File: src/rtl/acspi_map.svh
`ifndef ACSPI_MAP_SVH
`define ACSPI_MAP_SVH
`define ACSPI_FRAME_BITS 16
`define ACSPI_CNT_W 4
`define ACSPI_LAST_BIT 4'hF
`define ACSPI_DATA_FIRST 4'h8
`define ACSPI_SCK_DIV 8'h04
`define ACSPI_TEMP_PERIOD 16'h2710
`define ACSPI_ADDR_ACC_MSB_X 7'h02
`define ACSPI_ADDR_ACC_LSB_X 7'h03
`define ACSPI_ADDR_ACC_MSB_Y 7'h04
`define ACSPI_ADDR_ACC_LSB_Y 7'h05
`define ACSPI_ADDR_ACC_MSB_Z 7'h06
`define ACSPI_ADDR_ACC_LSB_Z 7'h07
`define ACSPI_ADDR_TEMP 7'h08
`define ACSPI_ADDR_RANGE 7'h14
`define ACSPI_ADDR_NVM_LO 7'h40
`define ACSPI_RANGE_BIT 0
`endif

File: src/rtl/acspi_pkg.sv
package acspi_pkg;
    typedef enum logic [1:0] {
        ACSPI_IDLE = 2'b00,
        ACSPI_SHIFT = 2'b01,
        ACSPI_GAP = 2'b10,
        ACSPI_DONE = 2'b11
    } acspi_state_e;
    typedef logic [6:0] acspi_addr_t;
    typedef logic [7:0] acspi_byte_t;
endpackage

File: src/rtl/acspi_if.sv
`timescale 1ns/1ps
interface acspi_if;
    logic sck;
    logic csN;
    logic mosi;
    logic misoOut;
    logic misoOeN;
    modport device (
        input sck,
        input csN,
        input mosi,
        output misoOut,
        output misoOeN
    );
    modport host (
        output sck,
        output csN,
        output mosi,
        input misoOut,
        input misoOeN
    );
endinterface // acspi_if

File: src/rtl/acspi_device.sv
`timescale 1ns/1ps
`include "acspi_map.svh"
module acspi_device #(
    parameter int NVM_DEPTH = 64,
    parameter logic [15:0] TEMP_PERIOD = `ACSPI_TEMP_PERIOD
) (
    input wire logic mclk,
    input wire logic rst_n,
    acspi_if.device link,
    input wire logic [29:0] accSample,
    input wire logic [7:0] tempSample,
    output logic range10g,
    output logic [7:0] nvmWrData,
    output logic [6:0] nvmWrAddr,
    output logic nvmWrStb
);
    logic sckPrev_ff;
    logic [3:0] bitCnt_ff;
    logic [15:0] shIn_ff;
    logic [7:0] shOut_ff;
    logic misoOe_ff;
    logic misoBit_ff;
    logic [7:0] nvm_ff [NVM_DEPTH];
    logic [7:0] nvmRead_ff;
    logic [2:0] accLsbHold_ff [3];
    logic nvmPend_ff;
    logic frameEnd;
    logic [7:0] temp_ff;
    logic [15:0] tempCnt_ff;
    logic range_ff;
    logic sckRise;
    logic sckFall;
    logic [15:0] nxt_word;
    acspi_pkg::acspi_addr_t rdAddr;
    acspi_pkg::acspi_byte_t rdByte;

    assign sckRise = !link.csN && link.sck && !sckPrev_ff;
    assign sckFall = !link.csN && !link.sck && sckPrev_ff;
    assign nxt_word = {shIn_ff[14:0], link.mosi};
    assign rdAddr = shIn_ff[6:0];
    assign frameEnd = sckRise && bitCnt_ff == `ACSPI_LAST_BIT;

    always_ff @(posedge mclk or negedge rst_n) begin
        if (!rst_n) begin
            sckPrev_ff <= 1'b1;
        end else begin
            sckPrev_ff <= link.sck;
        end
    end

    // Bit counter restarts on each select so a short frame cannot skew the next
    always_ff @(posedge mclk or negedge rst_n) begin
        if (!rst_n) begin
            bitCnt_ff <= '0;
            shIn_ff <= '0;
        end else if (link.csN) begin
            bitCnt_ff <= '0;
        end else if (sckRise) begin
            shIn_ff <= nxt_word;
            bitCnt_ff <= bitCnt_ff + 4'h1;
        end
    end

    // Read data selection, from address just received
    always_comb begin
        rdByte = 8'h00;
        case (rdAddr)
            `ACSPI_ADDR_ACC_MSB_X: rdByte = {1'b0, accSample[9:3]};
            `ACSPI_ADDR_ACC_LSB_X: rdByte = {5'h00, accLsbHold_ff[0]};
            `ACSPI_ADDR_ACC_MSB_Y: rdByte = {1'b0, accSample[19:13]};
            `ACSPI_ADDR_ACC_LSB_Y: rdByte = {5'h00, accLsbHold_ff[1]};
            `ACSPI_ADDR_ACC_MSB_Z: rdByte = {1'b0, accSample[29:23]};
            `ACSPI_ADDR_ACC_LSB_Z: rdByte = {5'h00, accLsbHold_ff[2]};
            `ACSPI_ADDR_TEMP: rdByte = temp_ff;
            `ACSPI_ADDR_RANGE: rdByte = {7'h00, range_ff};
            default: rdByte = 8'h00;
        endcase
        // A memory fetch started by the previous frame wins over this frame's
        // address, so the host may follow up with any read command
        if (nvmPend_ff) begin
            rdByte = nvmRead_ff;
        end
    end

    // Output shifter loads after the last address bit (frame bit 8), drives on falling edges
    always_ff @(posedge mclk or negedge rst_n) begin
        if (!rst_n) begin
            shOut_ff <= '0;
            misoOe_ff <= 1'b0;
            misoBit_ff <= 1'b0;
        end else if (link.csN) begin
            misoOe_ff <= 1'b0;
        end else if (sckFall) begin
            if (bitCnt_ff == `ACSPI_DATA_FIRST && shIn_ff[7]) begin
                misoOe_ff <= 1'b1;
                misoBit_ff <= rdByte[7];
                shOut_ff <= {rdByte[6:0], 1'b0};
            end else if (bitCnt_ff == 4'h0) begin
                misoOe_ff <= 1'b0;
            end else if (misoOe_ff) begin
                misoBit_ff <= shOut_ff[7];
                shOut_ff <= {shOut_ff[6:0], 1'b0};
            end
        end
    end
    assign link.misoOut = misoBit_ff;
    assign link.misoOeN = !misoOe_ff;

    // Completed frames: writes, range select, memory prefetch
    always_ff @(posedge mclk or negedge rst_n) begin
        if (!rst_n) begin
            range_ff <= 1'b0;
            nvmRead_ff <= '0;
            nvmPend_ff <= 1'b0;
            nvmWrStb <= 1'b0;
            nvmWrAddr <= '0;
            nvmWrData <= '0;
        end else begin
            nvmWrStb <= 1'b0;
            if (frameEnd) begin
                if (!nxt_word[15]) begin
                    nvmWrStb <= 1'b1;
                    nvmPend_ff <= 1'b0;
                    nvmWrAddr <= nxt_word[14:8];
                    nvmWrData <= nxt_word[7:0];
                    if (nxt_word[14:8] == `ACSPI_ADDR_RANGE) begin
                        range_ff <= nxt_word[`ACSPI_RANGE_BIT];
                    end
                end else begin
                    // Slow array: byte fetched now, shifted out next frame
                    nvmRead_ff <= nvm_ff[nxt_word[8 +: $clog2(NVM_DEPTH)]];
                    nvmPend_ff <= nxt_word[14:8] >= `ACSPI_ADDR_NVM_LO;
                end
            end
        end
    end
    assign range10g = range_ff;

    // One freeze register per axis; the end of its MSB read snapshots the LSBs, so a later
    // LSB read matches the MSB byte only if accSample held still since that byte loaded at bit 8
    for (genvar ax = 0; ax < 3; ax++) begin : g_lsbHold
        logic msbRead;
        assign msbRead = frameEnd && nxt_word[15] && nxt_word[14:8] == `ACSPI_ADDR_ACC_MSB_X + 7'(2 * ax);
        always_ff @(posedge mclk or negedge rst_n) begin
            if (!rst_n) begin
                accLsbHold_ff[ax] <= '0;
            end else if (msbRead) begin
                accLsbHold_ff[ax] <= accSample[10 * ax +: 3];
            end
        end
    end

    // Array has no reset: contents are only defined once written
    always_ff @(posedge mclk) begin
        if (frameEnd && !nxt_word[15] && nxt_word[14]) begin
            nvm_ff[nxt_word[8 +: $clog2(NVM_DEPTH)]] <= nxt_word[7:0];
        end
    end

    // Temperature refresh timer
    always_ff @(posedge mclk or negedge rst_n) begin
        if (!rst_n) begin
            tempCnt_ff <= '0;
            temp_ff <= '0;
        end else if (tempCnt_ff == TEMP_PERIOD - 16'h0001) begin
            tempCnt_ff <= '0;
            temp_ff <= tempSample;
        end else begin
            tempCnt_ff <= tempCnt_ff + 16'h0001;
        end
    end
endmodule // acspi_device

File: src/flat_wrapper.sv
// flat-port wrapper written by rule: the top's interface ports become plain ports
module acspi_device_flat 
#(
    parameter int NVM_DEPTH = 64,
    parameter logic [15:0] TEMP_PERIOD = `ACSPI_TEMP_PERIOD
)
  (mclk, rst_n, accSample, tempSample, range10g, nvmWrData, nvmWrAddr, nvmWrStb, link_sck, link_csN, link_mosi, link_misoOut, link_misoOeN);
  acspi_if link_i ();
  input wire logic mclk;
  input wire logic rst_n;
  input wire logic [29:0] accSample;
  input wire logic [7:0] tempSample;
  output logic range10g;
  output logic [7:0] nvmWrData;
  output logic [6:0] nvmWrAddr;
  output logic nvmWrStb;
  input wire logic [$bits(link_i.sck)-1:0] link_sck;
  input wire logic [$bits(link_i.csN)-1:0] link_csN;
  input wire logic [$bits(link_i.mosi)-1:0] link_mosi;
  output wire logic [$bits(link_i.misoOut)-1:0] link_misoOut;
  output wire logic [$bits(link_i.misoOeN)-1:0] link_misoOeN;
  assign link_i.sck = link_sck;
  assign link_i.csN = link_csN;
  assign link_i.mosi = link_mosi;
  assign link_misoOut = link_i.misoOut;
  assign link_misoOeN = link_i.misoOeN;
  acspi_device #(.NVM_DEPTH(NVM_DEPTH), .TEMP_PERIOD(TEMP_PERIOD)) u_core (.mclk(mclk), .rst_n(rst_n), .link(link_i), .accSample(accSample), .tempSample(tempSample), .range10g(range10g), .nvmWrData(nvmWrData), .nvmWrAddr(nvmWrAddr), .nvmWrStb(nvmWrStb));
endmodule
File: config.mk
export PLATFORM = sky130hd
export DESIGN_NAME = acspi_device_flat
export DESIGN_NICKNAME = d
export VERILOG_FILES = /design/src/rtl/acspi_pkg.sv /design/src/rtl/acspi_if.sv /design/src/rtl/acspi_device.sv /design/src/flat_wrapper.sv
export VERILOG_INCLUDE_DIRS = /design/src /design/src/rtl
export SDC_FILE = /design/constraint.sdc
export NUM_CORES = 1
export LEC_CHECK = 0
export BUFFER_PORTS_ARGS = -buffer_cell sky130_fd_sc_hd__buf_2
export CORE_MARGIN = 5
export CORE_UTILIZATION = 55
export CTS_CLUSTER_SIZE = 14
export DETAILED_ROUTE_END_ITERATION = 12
export GPL_ROUTABILITY_DRIVEN = 0
export PLACE_DENSITY = 0.72
export SYNTH_ARGS = -nofsm -noshare
export SYNTH_HDL_FRONTEND = slang
export SYNTH_SLANG_ARGS = --single-unit
File: constraint.sdc
create_clock -name mclk -period 8.5 [get_ports mclk]
set_input_delay 0.425 -clock mclk [delete_from_list [all_inputs] [get_ports mclk]]
set_output_delay 0.425 -clock mclk [all_outputs]
set_load 0.05 [all_outputs]
# Word level (Yosys, flattened, before mapping)
# Memories as Yosys holds them, arrays and structs flattened. A register that Yosys moved wholly into a read port is not among the register bits.
# Cells that the tools add are included.
op_classes:
  n_mux: 20
  n_eq_ne: 16
  addsub: 2
  n_lt_le_gt_ge: 1
  reduce_logical: 29
  bitwise: 2
ops:
  columns: ["cell", "count"]
  rows:
  - ["$pmux W8 S8", 1]
  - ["$eq A7 B3 Y1 const B", 6]
  - ["$mux W8", 4]
  - ["$eq A7 B2 Y1 const B", 3]
  - ["$add A16 B1 Y16 const B", 1]
  - ["$eq A16 B14 Y1 const B", 1]
  - ["$mux W16", 1]
  - ["$eq A7 B5 Y1 const B", 2]
  - ["$logic_and A1 B1 Y1", 12]
  - ["$mux W1", 12]
  - ["$eq A4 B4 Y1 const B", 2]
  - ["$mux W4", 2]
  - ["$reduce_and A2 Y1", 4]
  - ["$eq A7 B4 Y1 const B", 1]
  - ["$ge A7 B7 Y1 const B", 1]
  - ["$logic_not A1 Y1", 6]
  - ["$reduce_bool A2 Y1", 3]
  - ["$add A4 B1 Y4 const B", 1]
  - ["$logic_not A4 Y1", 1]
  - ["$reduce_and A4 Y1", 1]
  - ["$reduce_and A3 Y1", 1]
  - ["$reduce_bool A3 Y1", 1]
  - ["$ne A2 B1 Y1 const B", 1]
  - ["$not A1 Y1", 2]
totals:
  word_cells: 87
  out_inout_bits: 19
  ramBits: 512
  in_bits: 43
  ff_bits: 81
  mem_count: 1
memory_table:
  columns: ["memory", "words", "word_bits", "read_ports", "rd_ports_with_merged_regs", "wr", "line_no", "source"]
  rows:
  - ["u_core.nvm_ff", 64, 8, 1, 1, 1, "acspi_device.sv:23", "logic [7:0] nvm_ff [NVM_DEPTH];"]

# Depth between registers and ports, before layout
logic_depth:
  depth_word: 8
  depth_mapped: 10
  depth_no_buf: 7

# Worst setup path after synthesis
# OpenSTA, ideal clock, no wires.
synth_timing:
  path_kind: "register to register"
  start: "register u_core.shIn_ff[3]"
  end: "register u_core.shOut_ff[3]"
  slack_ns: 5.805
  path_stages_with_launch: 8
  arrival_ns: 2.600
  required_time_ns: 8.405
  period_less_slack_ns: 2.695
  setup_ns: 0.095
  path_buffers: 1
  path_cell_list: "dfrtp_1 -> buf_2 -> nor3b_1 -> o21ai_0 -> a2111o_1 -> a41oi_1 -> a211oi_1 -> o31ai_1"
synth_via:
  elab_chain_cells: 4
  word_cells_on_any_way: 11
  cone_classes: "eq/ne (8); mux (3)"
synth_rtl:
  columns: ["element", "line_no", "source"]
  rows:
  - ["start: declaration", "acspi_device.sv:19", "logic [15:0] shIn_ff;"]
  - ["start signal: assignment", "acspi_device.sv:59", "shIn_ff <= nxt_word;"]
  - ["$eq A7 B5 Y1, or another cell as far along", "acspi_device.sv:67", "case (rdAddr)"]
  - ["$pmux W8 S8 *", "acspi_device.sv:67", null]
  - ["$mux W8 *", "acspi_device.sv:80", "if (nvmPend_ff) begin"]
  - ["$mux W8 *", "acspi_device.sv:94", "if (bitCnt_ff == `ACSPI_DATA_FIRST && shIn_ff[7]) begin"]
  - ["end signal: assignment", "acspi_device.sv:97", "shOut_ff <= {rdByte[6:0], 1'b0};"]
  - ["end signal: assignment", "acspi_device.sv:102", "shOut_ff <= {shOut_ff[6:0], 1'b0};"]
  - ["end: declaration", "acspi_device.sv:20", "logic [7:0] shOut_ff;"]
# Every way passes the cells marked *; elsewhere a longest branch is shown, timed or not.
# A chain may end at the register's enable or synchronous reset.

# Final worst setup path
layout_timing:
  start: "register u_core.shIn_ff[8]"
  end: "memory u_core.nvm_ff[50][4], enable pin"
layout_rtl:
  columns: ["element", "line_no"]
  rows:
  - ["end: declaration", "acspi_device.sv:23"]
# No word-level cell before the write port.

==> out/summary.txt <==
Number of post-CTS setup repair buffers - 0
RSZ-0062 raised after global routing - no
Vias per std cell - 6.605
Reg area - 17,600 sq um
Warnings from Yosys - 0
Post-CTS sizing - 0
Fin worst setup slack - 4100 ps
Outcome - finished, violations left
First-pass GRT wire length - 90.47 mm
FILL cells - 3,119
Multi-input logic area - 6157 sq um
Critical path type - reg2reg
Min-Delay Path Class - in2reg
Clk_skew - 31.81 ps
Port buffer count - 61
Clk_lat worst skew - 610 ps
Worst endpoint required time - 8710 ps
Cell with the most instances after synthesis - edfxtp_1
Cells after Synth - 1,456
H-tree depth - 2
Clock slew at reported path FFs - 70 ps
Net count after synthesis - 1,502
Core area - 43,930 sq um
Post-Synth Simple-Gate Area - 5.509%
Post-synth cell types - 74
Synth Flop Type - edfxtp_1
Number of clock sinks - 600
Max cap viols - 1
Ys async rst share - 14.67%
XOR/XNOR Fraction of Synth Area - 0.5422%
Post-detail-place hpwl - 36.64 mm
Final WL - 61.29 mm
Power Dens Cells - 286.6 nW/um^2
Total global routing overflow - 0
GRT Util Overall - 25.34%
Die width - 219.9 um
Antenna Cells - 0
Top cells by area, synth - edfxtp_1, dfrtp_1, mux4_2
Root Driver - clkbuf_16
DR iter-0 viols - 2,214
Largest family of logic cells by synthesized area - multiplexers
Period utilization - 51.76%
Setup TNS - 0 ps
Leakage dissipation - 8.980 nW
Die area - 48,360 sq um
Crit path time final - 4400 ps
Sequential element share of the synthesized area - 72.54%
Post-synthesis compound-gate area fraction - 7.466%
Clk buf depth - 3
Num rows - 77
Largest net degree at the start of global routing - 74
Core Util, Final - 61.24%
Crit-path max FO - 27
Slew @ Worst Pin - 1510 ps
Mapped Avg Cell Area - 16.64 sq um
Leading area contributor after synthesis - edfxtp_1
Register bit total from synthesis - 600
Hold Fails Final Rpt - 0
Synth top area share - 63.45%
Crit. End Element - flip-flop
Die boundary height - 219.9 um
EDFF count, synth - 512
Final nets - 1,562
CP arrival - 4610 ps
Failing checks - max-capacitance violations, max-slew violations
Post-Synth Adder-Cell Area - 0.1549%
TritonCTS buffer count - 57
R2R Setup Slk - 4100 ps
Slew headroom - -0.8506%
Startpoint Class - flip-flop
Setup-violating endpoint count in the final report - 0
Wire per inst - 28.45 um
Initial core utilization - 55.16%
Layout cells sized above 1 - 20.93%
Pre-CTS setup slack - 4202 ps
Maximum VDD drop - 0.2029 mV
IO Pins - 62
Drt drc - 0
Top cells by count, synth - edfxtp_1, nor2_1, dfrtp_1
TritonCTS clock tree - yes
Vias in the first global route - 13,700
Post-route antenna net violation count - 0
Slew Limit Fails - 13
Drt pass-1 iters - 5
Mapped Area - 24,230 sq um
Post-synthesis mux area share - 11.72%
Vias - 14,230
Antenna violations before repair - 0
Area grow syn2layout - 11.02%
Fmax - 227.3 MHz
[routing by layer]
layer  track usage [%]  routed length, um  part of all wire (%)
met3             6.333               7171                    12
met1             35.56              23090                    38
met5                 0                  0                     0
met2             38.90              28440                    46
met4             9.590               2585                   4.2
[state kept, by name, indices dropped and copies added (netlist names), 4 cells and up]
signal and flops:
u_core.shOut_ff 7, u_core.nvmRead_ff 8, u_core.tempCnt_ff 16, u_core.shIn_ff 15
u_core.bitCnt_ff 4, u_core.nvm_ff 512, u_core.accLsbHold_ff 9, u_core.nvmWrData 8
u_core.temp_ff 8, u_core.nvmWrAddr 7
[through the flow]
step	hold slack (ps)	instances	power, mW	cell area [sq um]
final	60.03	2154	7.711	26900
after global routing	41.16	2154	7.957	26900
after CTS	32.99	2154	7.720	26900
after detailed placement	335.6	2047	5.230	25030
after global placement	331.9	2047	5.200	25030
after floorplan	129.4	1456	4.617	24230
[where the power goes]
part | internal [mW] | total (mW) | leakage (nW) | switching (mW)
Clock | 1.47 | 2.52 | 0.901 | 1.05
Combinational | 0.471 | 1.54 | 2.27 | 1.07
Sequential | 3.50 | 3.65 | 5.81 | 0.149
[layout by cell type (no fill, tap or decap), drive strengths merged, types with 6 or more instances in the layout]
master | synthesis | layout
nor4 | 6 | 6
mux2i | 77 | 77
clkinv | 1 | 19
nor2b | 13 | 13
inv | 9 | 10
a22o | 19 | 19
nor2 | 125 | 125
clkbuf | 35 | 76
a211oi | 7 | 7
nand2 | 51 | 51
nor3b | 6 | 6
mux2 | 87 | 87
nand3 | 13 | 13
o22ai | 15 | 15
a221oi | 41 | 41
buf | 52 | 86
nand4 | 10 | 10
mux4 | 48 | 48
edfxtp | 512 | 512
nand3b | 9 | 9
xor2 | 8 | 8
dfrtp | 87 | 87
xnor2 | 7 | 7
a22oi | 27 | 27
nor3 | 7 | 7
bufinv | 0 | 6
o2bb2ai | 7 | 7
a221o | 8 | 8
a21oi | 43 | 43
and3 | 10 | 10
o21ai | 49 | 49
[cell families (layout without fill, tap and decap cells)]
logic type               count (synthesis)  after routing
AO/OA/AOI/OAI                          255            255
XOR/XNOR                                15             15
adder cells (fa/ha/maj)                  3              3
buffers and inverters                   97            203
flip-flops                             600            600
multiplexers                           212            212
AND/OR/NAND/NOR                        274            274
[worst paths after layout]
kind	startpoint	end	cells after the start
max reg2reg	u_core.shIn_ff[8]	u_core.nvm_ff[50][4]	4
min in group asynchronous	rst_n	u_core.bitCnt_ff[1]	2
max in group asynchronous	rst_n	u_core.shIn_ff[7]	3
min reg2reg	u_core.tempCnt_ff[0]	u_core.tempCnt_ff[0]	1
min	accSample[20]	u_core.accLsbHold_ff[0]	2
max	u_core.shIn_ff[8]	u_core.nvm_ff[50][4]	4
[worst max-delay path: stages (launching register included)]
cell	delay [ps]
dfrtp_4	730
clkinv_1	730
nor3_1	840
nand3_1	730
nor2_1	950
[layout make-up]
class | count | share of cell area [%]
timing repair buffer | 88 | 1.916
tap | 592 | 2.753
sequential | 600 | 65.42
clock buffer | 76 | 5.800
multi-input combinational | 759 | 22.89
inverter | 10 | 0.1395
clock inverter | 29 | 1.088
[what timing repair did]
action	in CTS	in global routing
hold endpoints to repair	21	0
setup endpoints to repair	0	0
hold buffers	2	0
Power figures use the tool's default switching activity.
